<file path="src/plcwx_pkg.sv">
// Shared constants and types for the word exchange, digit shift and decode datapath
package plcwx_pkg;

  // Instruction select codes
  typedef enum logic [1:0] {
    CHANNEL_EXCHANGE_OP       = 2'h0,
    DIGIT_SHIFT_LEFT_OP       = 2'h1,
    DIGIT_SHIFT_RIGHT_OP      = 2'h2,
    FOUR_TO_SIXTEEN_DECODE_OP = 2'h3
  } plcwx_op_t;

  // Sequencer states, Gray along idle-resolve-check-read-wait-execute
  typedef enum logic [3:0] {
    ST_IDLE  = 4'h0,
    ST_IND_A = 4'h1,
    ST_IND_B = 4'h3,
    ST_CHECK = 4'h2,
    ST_RD    = 4'h6,
    ST_WAIT  = 4'h7,
    ST_EXE   = 4'h5,
    ST_DEC   = 4'h4,
    ST_WR2   = 4'hC,
    ST_FIN   = 4'hD,
    ST_GOT_B = 4'hE,
    ST_GOT_A = 4'hF
  } plcwx_state_t;

  // Operand area codes, upper three bits of a memory address
  localparam logic [2:0] AREA_IO            = 3'h0;
  localparam logic [2:0] AREA_LINK          = 3'h1;
  localparam logic [2:0] AREA_HOLDING       = 3'h2;
  localparam logic [2:0] AREA_TIMER_COUNTER = 3'h3;
  localparam logic [2:0] AREA_DATA_MEMORY   = 3'h4;

  // Highest channel number of each area
  localparam logic [9:0] IO_MAX            = 10'h03C;
  localparam logic [9:0] IO_SRC_MAX        = 10'h03F;
  localparam logic [9:0] LINK_MAX          = 10'h01F;
  localparam logic [9:0] HOLDING_MAX       = 10'h01F;
  localparam logic [9:0] TIMER_COUNTER_MAX = 10'h07F;
  localparam logic [9:0] DATA_MEMORY_MAX   = 10'h1FF;
  localparam logic [13:0] IND_LIMIT        = 14'h0200;

  // Designation constant fields
  localparam logic [3:0] DESIG_FIELD_MAX = 4'h3;

  // Register offsets on the plain register port
  localparam logic [1:0] REG_CTRL       = 2'h0;
  localparam logic [1:0] REG_STATUS     = 2'h1;
  localparam logic [1:0] REG_EXEC_COUNT = 2'h2;
  localparam logic [1:0] REG_ERR_COUNT  = 2'h3;
  localparam int         CTRL_EN_BIT    = 0;
  localparam int         STAT_ERR_BIT   = 0;
  localparam int         STAT_BUSY_BIT  = 1;
  localparam logic       CTRL_EN_RST    = 1'b1;

endpackage

</file>
<file path="src/plcwx_core.sv">
// Datapath and sequencer for channel exchange, digit shifts and 4-to-16 decode
//
// Functional notes
// - Condition bit zero: no operation, operands kept
// - Executes again on every start while condition set
// - Exchange swaps both full 16-bit channels
// - Third operand ignored for exchange and shifts
// - Indirect references only through data memory 0-511
// - Non-BCD or 512+ indirect word: error, skip
// - Operand outside area range: error, no execution
// - Shift left moves digits up, zero enters bottom
// - Left shift walks start channel up to end
// - Shift right moves every digit down one place
// - Right shift walks end channel down to start
// - Shifts need start not above end, same area
// - Decoder sets only matching bit of sixteen
// - Count field selects one to four decoded digits
//
// Added by the designer: the register addresses and strobed register access.
`timescale 1ns/1ps

module plcwx_core
  import plcwx_pkg::*;
(
  input  wire logic        clk_i,        // 20 MHz scan clock
  input  wire logic        resetn_i,     // Asynchronous reset, active low
  input  wire logic        start_i,      // Instruction request pulse
  input  wire logic        cond_i,       // Logic result condition bit
  input  wire logic [1:0]  opcode_i,     // Instruction select
  input  wire logic [2:0]  a_area_i,     // First operand area
  input  wire logic [9:0]  a_num_i,      // First operand channel
  input  wire logic        a_ind_i,      // First operand is indirect
  input  wire logic [2:0]  b_area_i,     // Second operand area
  input  wire logic [9:0]  b_num_i,      // Second operand channel
  input  wire logic        b_ind_i,      // Second operand is indirect
  input  wire logic [15:0] k_i,          // Third operand word
  input  wire logic [15:0] mem_rdata_i,  // Read data, cycle after mem_rd_o
  input  wire logic [1:0]  reg_addr_i,   // Register offset
  input  wire logic [15:0] reg_wdata_i,  // Register write data
  input  wire logic        reg_wr_i,     // Register write strobe
  input  wire logic        reg_rd_i,     // Register read strobe
  output logic             busy_o,       // Instruction in progress
  output logic             done_o,       // Instruction finished pulse
  output logic             err_flag_o,   // Error relay pulse with done
  output logic             mem_rd_o,     // Memory read strobe
  output logic             mem_wr_o,     // Memory write strobe
  output logic [12:0]      mem_addr_o,   // Area and channel address
  output logic [15:0]      mem_wdata_o,  // Memory write data
  output logic [15:0]      reg_rdata_o   // Register read data
);

  // Whole module state
  typedef struct packed {
    plcwx_state_t st;          // Sequencer state
    plcwx_state_t ret;         // State after a read wait
    plcwx_op_t    op;          // Latched instruction
    logic [2:0]   a_area;      // First operand area
    logic [9:0]   a_num;       // First operand channel
    logic         a_ind;       // First operand indirect
    logic [2:0]   b_area;      // Second operand area
    logic [9:0]   b_num;       // Second operand channel
    logic         b_ind;       // Second operand indirect
    logic [15:0]  k;           // Designation constant
    logic [9:0]   cur;         // Channel or digit iterator
    logic [3:0]   carry;       // Digit moving between channels
    logic [15:0]  tmp;         // Held word
    logic         fail;        // Error seen during this instruction
    logic         busy;        // Busy output
    logic         done;        // Done output
    logic         err;         // Error relay output
    logic         mem_rd;      // Read strobe output
    logic         mem_wr;      // Write strobe output
    logic [12:0]  mem_addr;    // Address output
    logic [15:0]  mem_wdata;   // Write data output
    logic         en;          // Execution enable
    logic         err_sticky;  // Sticky error status
    logic [15:0]  exec_count;  // Completed instructions
    logic [15:0]  err_count;   // Refused instructions
    logic [15:0]  rdata;       // Register read data
  } plcwx_regs_t;

  plcwx_regs_t s_q;            // Registered state
  plcwx_regs_t s_d;            // Next state
  logic        rst_meta_q;     // Reset synchroniser first stage
  logic        rst_n_q;        // Synchronised reset, active low
  logic        dec_last;       // Last digit of a decode
  logic [3:0]  dec_digit;      // Digit currently decoded
  logic [11:0] rd_lo;          // Low three digits of read data
  logic [11:0] rd_hi;          // High three digits of read data

  // Area and channel to memory address
  function automatic logic [12:0] chan_addr(input logic [2:0] area, input logic [9:0] num);
    return {area, num};
  endfunction

  // Low three BCD digits of a word to binary
  function automatic logic [13:0] bcd2bin(input logic [15:0] v);
    return 14'(v[11:8]) * 14'h0064 + 14'(v[7:4]) * 14'h000A + 14'(v[3:0]);
  endfunction

  // BCD check for an indirect word
  function automatic logic bcd_ok(input logic [15:0] v);
    logic digits_ok;
    digits_ok = (v[15:12] <= 4'h9) && (v[11:8] <= 4'h9) && (v[7:4] <= 4'h9)
                && (v[3:0] <= 4'h9);
    return digits_ok && (v[15:12] == 4'h0) && (bcd2bin(v) < IND_LIMIT);
  endfunction

  // Channel number inside its area for this instruction
  function automatic logic in_range(input logic [2:0] area, input logic [9:0] num,
                                    input plcwx_op_t op, input logic src);
    logic       ok;
    logic [9:0] lim;
    ok  = 1'b1;
    lim = IO_MAX;
    case (area)
      AREA_IO: begin
        lim = (op == FOUR_TO_SIXTEEN_DECODE_OP && src) ? IO_SRC_MAX : IO_MAX;
      end
      AREA_LINK:        lim = LINK_MAX;
      AREA_HOLDING:     lim = HOLDING_MAX;
      AREA_TIMER_COUNTER: begin
        // Not allowed for shifts or as decode destination
        lim = TIMER_COUNTER_MAX;
        ok  = (op == CHANNEL_EXCHANGE_OP) || (op == FOUR_TO_SIXTEEN_DECODE_OP && src);
      end
      AREA_DATA_MEMORY: lim = DATA_MEMORY_MAX;
      default:          ok  = 1'b0;
    endcase
    return ok && (num <= lim);
  endfunction

  // Operand validation after indirect resolution
  function automatic logic check_fail(input plcwx_regs_t s);
    logic       bad;
    logic [9:0] last;
    bad = !in_range(s.a_area, s.a_num, s.op, 1'b1);
    case (s.op)
      CHANNEL_EXCHANGE_OP: begin
        bad = bad || !in_range(s.b_area, s.b_num, s.op, 1'b1);
      end
      DIGIT_SHIFT_LEFT_OP, DIGIT_SHIFT_RIGHT_OP: begin
        bad = bad || !in_range(s.b_area, s.b_num, s.op, 1'b1)
              || (s.a_area != s.b_area) || (s.a_num > s.b_num);
      end
      default: begin
        // Designation must hold digit 0-3 and count 0-3 only
        last = s.b_num + 10'(s.k[7:4]);
        bad  = bad || (s.k[15:8] != 8'h00) || (s.k[3:0] > DESIG_FIELD_MAX)
               || (s.k[7:4] > DESIG_FIELD_MAX) || !in_range(s.b_area, last, s.op, 1'b0);
      end
    endcase
    return bad;
  endfunction

  // Reset release through two flip-flops
  always_ff @(posedge clk_i or negedge resetn_i) begin
    if (!resetn_i) begin
      rst_meta_q <= 1'b0;
      rst_n_q    <= 1'b0;
    end else begin
      rst_meta_q <= 1'b1;
      rst_n_q    <= rst_meta_q;
    end
  end

  // Decode helpers
  assign dec_last  = (s_q.cur[1:0] == s_q.k[5:4]);
  assign dec_digit = 4'(s_q.tmp >> {s_q.k[1:0] + s_q.cur[1:0], 2'b00});
  assign rd_lo     = mem_rdata_i[11:0];
  assign rd_hi     = mem_rdata_i[15:4];

  // Next state: register port then sequencer
  always_comb begin
    s_d        = s_q;
    s_d.done   = 1'b0;
    s_d.err    = 1'b0;
    s_d.mem_rd = 1'b0;
    s_d.mem_wr = 1'b0;
    s_d.rdata  = 16'h0000;
    // Register reads, unmapped offsets none
    if (reg_rd_i) begin
      case (reg_addr_i)
        REG_CTRL:       s_d.rdata[CTRL_EN_BIT] = s_q.en;
        REG_STATUS: begin
          s_d.rdata[STAT_ERR_BIT]  = s_q.err_sticky;
          s_d.rdata[STAT_BUSY_BIT] = s_q.busy;
        end
        REG_EXEC_COUNT: s_d.rdata = s_q.exec_count;
        default:        s_d.rdata = s_q.err_count;
      endcase
    end
    // Register writes; status error bit clears on one
    if (reg_wr_i) begin
      if (reg_addr_i == REG_CTRL) begin
        s_d.en = reg_wdata_i[CTRL_EN_BIT];
      end else if (reg_addr_i == REG_STATUS && reg_wdata_i[STAT_ERR_BIT]) begin
        s_d.err_sticky = 1'b0;
      end
    end
    case (s_q.st)
      ST_IDLE: begin
        if (start_i) begin
          if (!cond_i || !s_q.en) begin
            s_d.done = 1'b1;
          end else begin
            s_d.op     = plcwx_op_t'(opcode_i);
            s_d.a_area = a_area_i;
            s_d.a_num  = a_num_i;
            s_d.a_ind  = a_ind_i;
            s_d.b_area = b_area_i;
            s_d.b_num  = b_num_i;
            s_d.b_ind  = b_ind_i;
            s_d.k      = k_i;
            s_d.fail   = 1'b0;
            s_d.busy   = 1'b1;
            s_d.st     = ST_IND_A;
          end
        end
      end
      ST_IND_A: begin
        s_d.st = ST_IND_B;
        if (s_q.a_ind) begin
          if (s_q.a_area != AREA_DATA_MEMORY || s_q.a_num > DATA_MEMORY_MAX) begin
            s_d.fail = 1'b1;
            s_d.st   = ST_FIN;
          end else begin
            s_d.mem_rd   = 1'b1;
            s_d.mem_addr = chan_addr(AREA_DATA_MEMORY, s_q.a_num);
            s_d.ret      = ST_GOT_A;
            s_d.st       = ST_WAIT;
          end
        end
      end
      ST_IND_B: begin
        s_d.st = ST_CHECK;
        if (s_q.b_ind) begin
          // second operand resolved from data memory
          if (s_q.b_area != AREA_DATA_MEMORY || s_q.b_num > DATA_MEMORY_MAX) begin
            s_d.fail = 1'b1;
            s_d.st   = ST_FIN;
          end else begin
            s_d.mem_rd   = 1'b1;
            s_d.mem_addr = chan_addr(AREA_DATA_MEMORY, s_q.b_num);
            s_d.ret      = ST_GOT_B;
            s_d.st       = ST_WAIT;
          end
        end
      end
      ST_GOT_A, ST_GOT_B: begin
        // pointer must be BCD below 512
        if (!bcd_ok(mem_rdata_i)) begin
          s_d.fail = 1'b1;
          s_d.st   = ST_FIN;
        end else if (s_q.st == ST_GOT_A) begin
          s_d.a_area = AREA_DATA_MEMORY;
          s_d.a_num  = 10'(bcd2bin(mem_rdata_i));
          s_d.st     = ST_IND_B;
        end else begin
          s_d.b_area = AREA_DATA_MEMORY;
          s_d.b_num  = 10'(bcd2bin(mem_rdata_i));
          s_d.st     = ST_CHECK;
        end
      end
      ST_CHECK: begin
        s_d.carry = 4'h0;
        s_d.cur   = 10'h000;
        s_d.st    = ST_RD;
        if (check_fail(s_q)) begin
          s_d.fail = 1'b1;
          s_d.st   = ST_FIN;
        end else if (s_q.op == DIGIT_SHIFT_LEFT_OP) begin
          s_d.cur = s_q.a_num;
        end else if (s_q.op == DIGIT_SHIFT_RIGHT_OP) begin
          s_d.cur = s_q.b_num;
        end
      end
      ST_RD: begin
        s_d.mem_rd = 1'b1;
        s_d.ret    = ST_EXE;
        s_d.st     = ST_WAIT;
        case (s_q.op)
          CHANNEL_EXCHANGE_OP: begin
            s_d.mem_addr = s_q.cur[0] ? chan_addr(s_q.b_area, s_q.b_num)
                                      : chan_addr(s_q.a_area, s_q.a_num);
          end
          FOUR_TO_SIXTEEN_DECODE_OP: s_d.mem_addr = chan_addr(s_q.a_area, s_q.a_num);
          default:                   s_d.mem_addr = chan_addr(s_q.a_area, s_q.cur);
        endcase
      end
      ST_WAIT: s_d.st = s_q.ret;
      ST_EXE: begin
        case (s_q.op)
          CHANNEL_EXCHANGE_OP: begin
            if (!s_q.cur[0]) begin
              s_d.tmp = mem_rdata_i;
              s_d.cur = 10'h001;
              s_d.st  = ST_RD;
            end else begin
              s_d.mem_wr    = 1'b1;
              s_d.mem_addr  = chan_addr(s_q.a_area, s_q.a_num);
              s_d.mem_wdata = mem_rdata_i;
              s_d.st        = ST_WR2;
            end
          end
          DIGIT_SHIFT_LEFT_OP: begin
            s_d.mem_wr    = 1'b1;
            s_d.mem_addr  = chan_addr(s_q.a_area, s_q.cur);
            s_d.mem_wdata = {rd_lo, s_q.carry};
            s_d.carry     = mem_rdata_i[15:12];
            s_d.cur       = s_q.cur + 10'h001;
            s_d.st        = (s_q.cur == s_q.b_num) ? ST_FIN : ST_RD;
          end
          DIGIT_SHIFT_RIGHT_OP: begin
            s_d.mem_wr    = 1'b1;
            s_d.mem_addr  = chan_addr(s_q.a_area, s_q.cur);
            s_d.mem_wdata = {s_q.carry, rd_hi};
            s_d.carry     = mem_rdata_i[3:0];
            s_d.cur       = s_q.cur - 10'h001;
            s_d.st        = (s_q.cur == s_q.a_num) ? ST_FIN : ST_RD;
          end
          default: begin
            s_d.tmp = mem_rdata_i;
            s_d.st  = ST_DEC;
          end
        endcase
      end
      ST_DEC: begin
        s_d.mem_wr    = 1'b1;
        s_d.mem_wdata = 16'h0001 << dec_digit;
        s_d.mem_addr  = chan_addr(s_q.b_area, s_q.b_num + s_q.cur);
        s_d.cur       = s_q.cur + 10'h001;
        s_d.st        = dec_last ? ST_FIN : ST_DEC;
      end
      ST_WR2: begin
        s_d.mem_wr    = 1'b1;
        s_d.mem_addr  = chan_addr(s_q.b_area, s_q.b_num);
        s_d.mem_wdata = s_q.tmp;
        s_d.st        = ST_FIN;
      end
      ST_FIN: begin
        // Error set wins over a same-cycle clear
        s_d.done = 1'b1;
        s_d.err  = s_q.fail;
        s_d.busy = 1'b0;
        s_d.st   = ST_IDLE;
        if (s_q.fail) begin
          s_d.err_sticky = 1'b1;
          s_d.err_count  = s_q.err_count + 16'h0001;
        end else begin
          s_d.exec_count = s_q.exec_count + 16'h0001;
        end
      end
      default: s_d.st = ST_IDLE;
    endcase
  end

  // State register
  always_ff @(posedge clk_i or negedge rst_n_q) begin
    if (!rst_n_q) begin
      s_q    <= '0;
      s_q.en <= CTRL_EN_RST;
    end else begin
      s_q <= s_d;
    end
  end

  // Outputs straight from state
  assign busy_o      = s_q.busy;
  assign done_o      = s_q.done;
  assign err_flag_o  = s_q.err;
  assign mem_rd_o    = s_q.mem_rd;
  assign mem_wr_o    = s_q.mem_wr;
  assign mem_addr_o  = s_q.mem_addr;
  assign mem_wdata_o = s_q.mem_wdata;
  assign reg_rdata_o = s_q.rdata;
endmodule

</file>
<file path="config.mk">
export PLATFORM = sky130hd
export DESIGN_NAME = plcwx_core
export DESIGN_NICKNAME = d
export VERILOG_FILES = /design/src/plcwx_pkg.sv /design/src/plcwx_core.sv
export SDC_FILE = /design/constraint.sdc
export NUM_CORES = 1
export LEC_CHECK = 0
export BUFFER_PORTS_ARGS = -buffer_cell sky130_fd_sc_hd__buf_2
export CORE_MARGIN = 2
export CORE_UTILIZATION = 41
export CTS_BUF_LIST = sky130_fd_sc_hd__clkbuf_8
export DETAILED_ROUTE_END_ITERATION = 10
export GPL_TIMING_DRIVEN = 0
export PLACE_DENSITY = 0.62
export SKIP_CTS_REPAIR_TIMING = 1
export SLEW_MARGIN = 5
export SYNTH_ARGS = -nofsm -noshare
export SYNTH_HDL_FRONTEND = slang
export SYNTH_SLANG_ARGS = --single-unit
</file>
<file path="constraint.sdc">
create_clock -name clk_i -period 7 [get_ports clk_i]
set_input_delay 1.05 -clock clk_i [delete_from_list [all_inputs] [get_ports clk_i]]
set_output_delay 1.05 -clock clk_i [all_outputs]
set_load 0.02 [all_outputs]
</file>
==> metrics.md <==
| Metric | Value |
|---|---|
| Core area | 27900 sq um |
| Initial Util | 0.417 |
| ANT nets after route | 0 |
| Clock sinks | 170 |
| RSZ-0062 raised after global routing | false |
| CTS buffer count | 17 |
| Tmin final | 4800 ps |
| DP Wirelength | 25900 um |
| Clock slew at reported path FFs | 100 ps |
| Critical path peak fanout | 10 |
| Max transition margin | 0.390 |
| Total wire length | 33700 um |
| Clock Latency Late Sink | about 490 ps |
| HP Class | primary input to async pin |
| Vias in the first global route | around 9800 |
| Synth Flop Type | dfrtp_1 |
| Initial antenna violation count | 0 |
| Die X-Extent | 172 um |
| Fin worst setup slack | 2200 ps |
| Mapped cell area | 11600 sq um |
| Worst-margin pin slew | between 900 and 1000 ps |
| Vias/cell | about 5.7 |
| Overall global routing resource usage | 0.233 |
| WS Path Type | primary input to register |
| CTS Buffer Depth | 2 |
| Vert. Die Dim | 172 um |
| Asr flop ratio synth | 1.00 |
| DRT Pass-1 Iters | 6 |
| Period utilization | 0.685 |
| Port Buffer Count | 119 |
| Fin cells | 1783 |
| Post-synth EDFFs | 0 |
| DR DRC count | 0 |
| Area grow syn2layout | 13.2% |
| Via count | 10100 |
| Share of layout cells above drive strength 1 | 0.209 |
| Total Power | 6.09 mW |
| Crit path arrival time | 5150 ps |
| Cell Pwr Density | 463 nW/um^2 |
| Synth Net Count | 1427 |
| Post-synthesis sequential area ratio | 0.366 |
| Synth cell types | 84 |
| Max Clk Rate | 0.209 GHz |
| Fin nets | 1567 |
| Largest net degree at the start of global routing | 63 |
| Final Hold Viols | 0 |
| Total gr overflow | 0 |
| GPL Wtd Cong | 0.941 |
| Hold Slack | 330 ps |
| DP Cell Count | 1752 |
| TritonCTS clock tree | done |
| Status | finished, final reports clean |
| CP Capture Type | register |
| Number of diodes | 0 |
| Die area | 29700 sq um |
| Worst Setup SP | mem_rdata_i[5] |
| First-pass GRT wire length | about 53000 um |
| Final Setup Violations | 0 |
| DR iter-0 viols | 773 |
| Std-Cell Rows | 61 |
| Clock skew | 24.8 ps |
| Worst reg2reg startpoint | s_q[132] |
| Yosys warns | 0 |
| Peak VDD IR | 244 uV |
| Synth Register Bits | 170 |
| Root Driver | clkbuf_8 |
| CTS H-tree lvls | 4 |
| CP Launch Type | primary input |
| Post-Synthesis Cells | 1253 |
| DP Worst Slack | 1730 ps |
| Final max-slew violation count | 0 |
| Max_cap viols | 0 |
| Setup TNS | 0 ps |
| Syn_area_per_cell | 9.28 sq um |
| Leak | 5.95 nW |
| DR WL/cell | 18.9 um |
| Required time worst endpoint | 7350 ps |
| IO Pins | between 100 and 150 |
cells in the mapped netlist (4+ instances only):
cell,count,area share
mux4_2,5,0.0097
fa_1,7,0.012
o21a_1,8,0.0052
a222oi_1,24,0.021
buf_4,53,0.034
nand4_1,16,0.0086
buf_2,11,0.0047
xnor2_1,47,0.035
a211oi_1,12,0.0077
and3_1,11,0.0059
a22oi_1,10,0.0065
mux2_2,38,0.037
or2_2,7,0.0038
inv_1,40,0.013
a21o_1,11,0.0071
nand3_1,36,0.015
clkbuf_1,41,0.013
and2_1,9,0.0048
a221oi_1,23,0.017
and4_1,6,0.0045
o211ai_1,8,0.0052
a21oi_1,89,0.038
o21ai_0,39,0.017
o41ai_2,5,0.0070
nor3_1,24,0.010
ha_1,81,0.087
o22ai_1,7,0.0038
nand2_1,94,0.030
or3_1,8,0.0043
nor2_1,146,0.047
inv_2,4,0.0013
dfrtp_1,169,0.36
nor2b_1,11,0.0059
nand2b_1,9,0.0048
nor4_1,5,0.0027
mux2i_1,27,0.023
a31oi_1,13,0.0070
xor2_1,23,0.017
o21ai_1,14,0.0060
through the flow:
stage | cell area [sq um] | utilization
4_1_cts | 13200 | 0.473
3_3_place_gp | 12700 | 0.456
6_report | 13200 | 0.473
2_1_floorplan | 11600 | -
3_5_place_dp | 12800 | 0.458
5_1_grt | 13200 | 0.473
flip-flops by register name (all words and copies together) (netlist names):
name and flops:
busy_o 1, err_flag_o 1, rst_n_q 1, reg_rdata_o 16
rst_meta_q 1, mem_wr_o 1, done_o 1, mem_wdata_o 16
s_q 118, mem_addr_o 13, mem_rd_o 1
power breakdown:
part	leakage [nW]	internal (mW)	switching [mW]
registers	2.15	1.33	0.390
logic	3.59	1.46	2.16
clock network	0.208	0.346	0.412
cells in the final DEF (no fill, tap or decap), types with 27 or more instances in the layout:
master	instances
buf_2	130
xnor2_1	47
ha_1	81
nor2_1	146
inv_1	40
mux2i_1	27
buf_4	53
nand3_1	36
dfrtp_1	168
mux2_2	38
a21oi_1	89
clkbuf_1	41
nand2_1	94
o21ai_0	39
worst paths after layout:
| kind | end | slack [ps] | cells after the start |
|---|---|---|---|
| min | rst_n_q | 330 | 1 |
| max | s_q[150] | 2200 | 15 |
| max in group asynchronous | mem_wdata_o[4] | 5820 | 1 |
| min reg2reg | rst_n_q | 370 | 0 |
| min in group clk_i | rst_n_q | 370 | 0 |
| max reg2reg | s_q[107] | 2290 | 15 |
logic make-up (layout without fill, tap and decap cells):
family                     after synthesis  count (layout)  share of synthesized area
xor gates and xnor gates                72              72                     0.0555
muxes                                   70              70                     0.0697
DFF                                    170             170                      0.366
and+or+nand+nor                        400             400                      0.163
adders and majority gates               88              88                     0.0992
AOI/OAI and AO/OA                      298             298                      0.178
buffers and inverters                  154             306                     0.0687
other                                    1               1                   0.000323
final cells by class:
| class | instances | area (sq um) |
|---|---|---|
| clock inverters | 12 | 151 |
| fillers | 2745 | 14700 |
| repair buffers | 121 | 651 |
| inverters | 45 | 169 |
| well taps | 378 | 473 |
| flip-flops and latches | 170 | 4260 |
| clock buffers | 19 | 262 |
| plain buffers | 109 | 629 |
| multi-input cells | 929 | 6570 |
worst max-delay path, stage by stage:
cell and delay (ps):
buf_2 160, ha_1 310, ha_1 230, fa_1 380, xor2_1 170, ha_1 280, ha_1 370, o21a_1 130
o31a_1 110, o31a_1 280, o41ai_2 480, a21oi_1 290, a21oi_2 470, buf_2 320, a21oi_1 100
metal layers:
layer	part of all wire	wire length, um	global-route usage	vias up
met1	0.44	14900	0.315	4895
li1	-	-	-	4777
met5	0	0	0	-
met2	0.46	15600	0.376	397
met3	0.064	2150	0.0364	73
met4	0.032	1080	0.0884	0
Power figures use the tool's default switching activity.
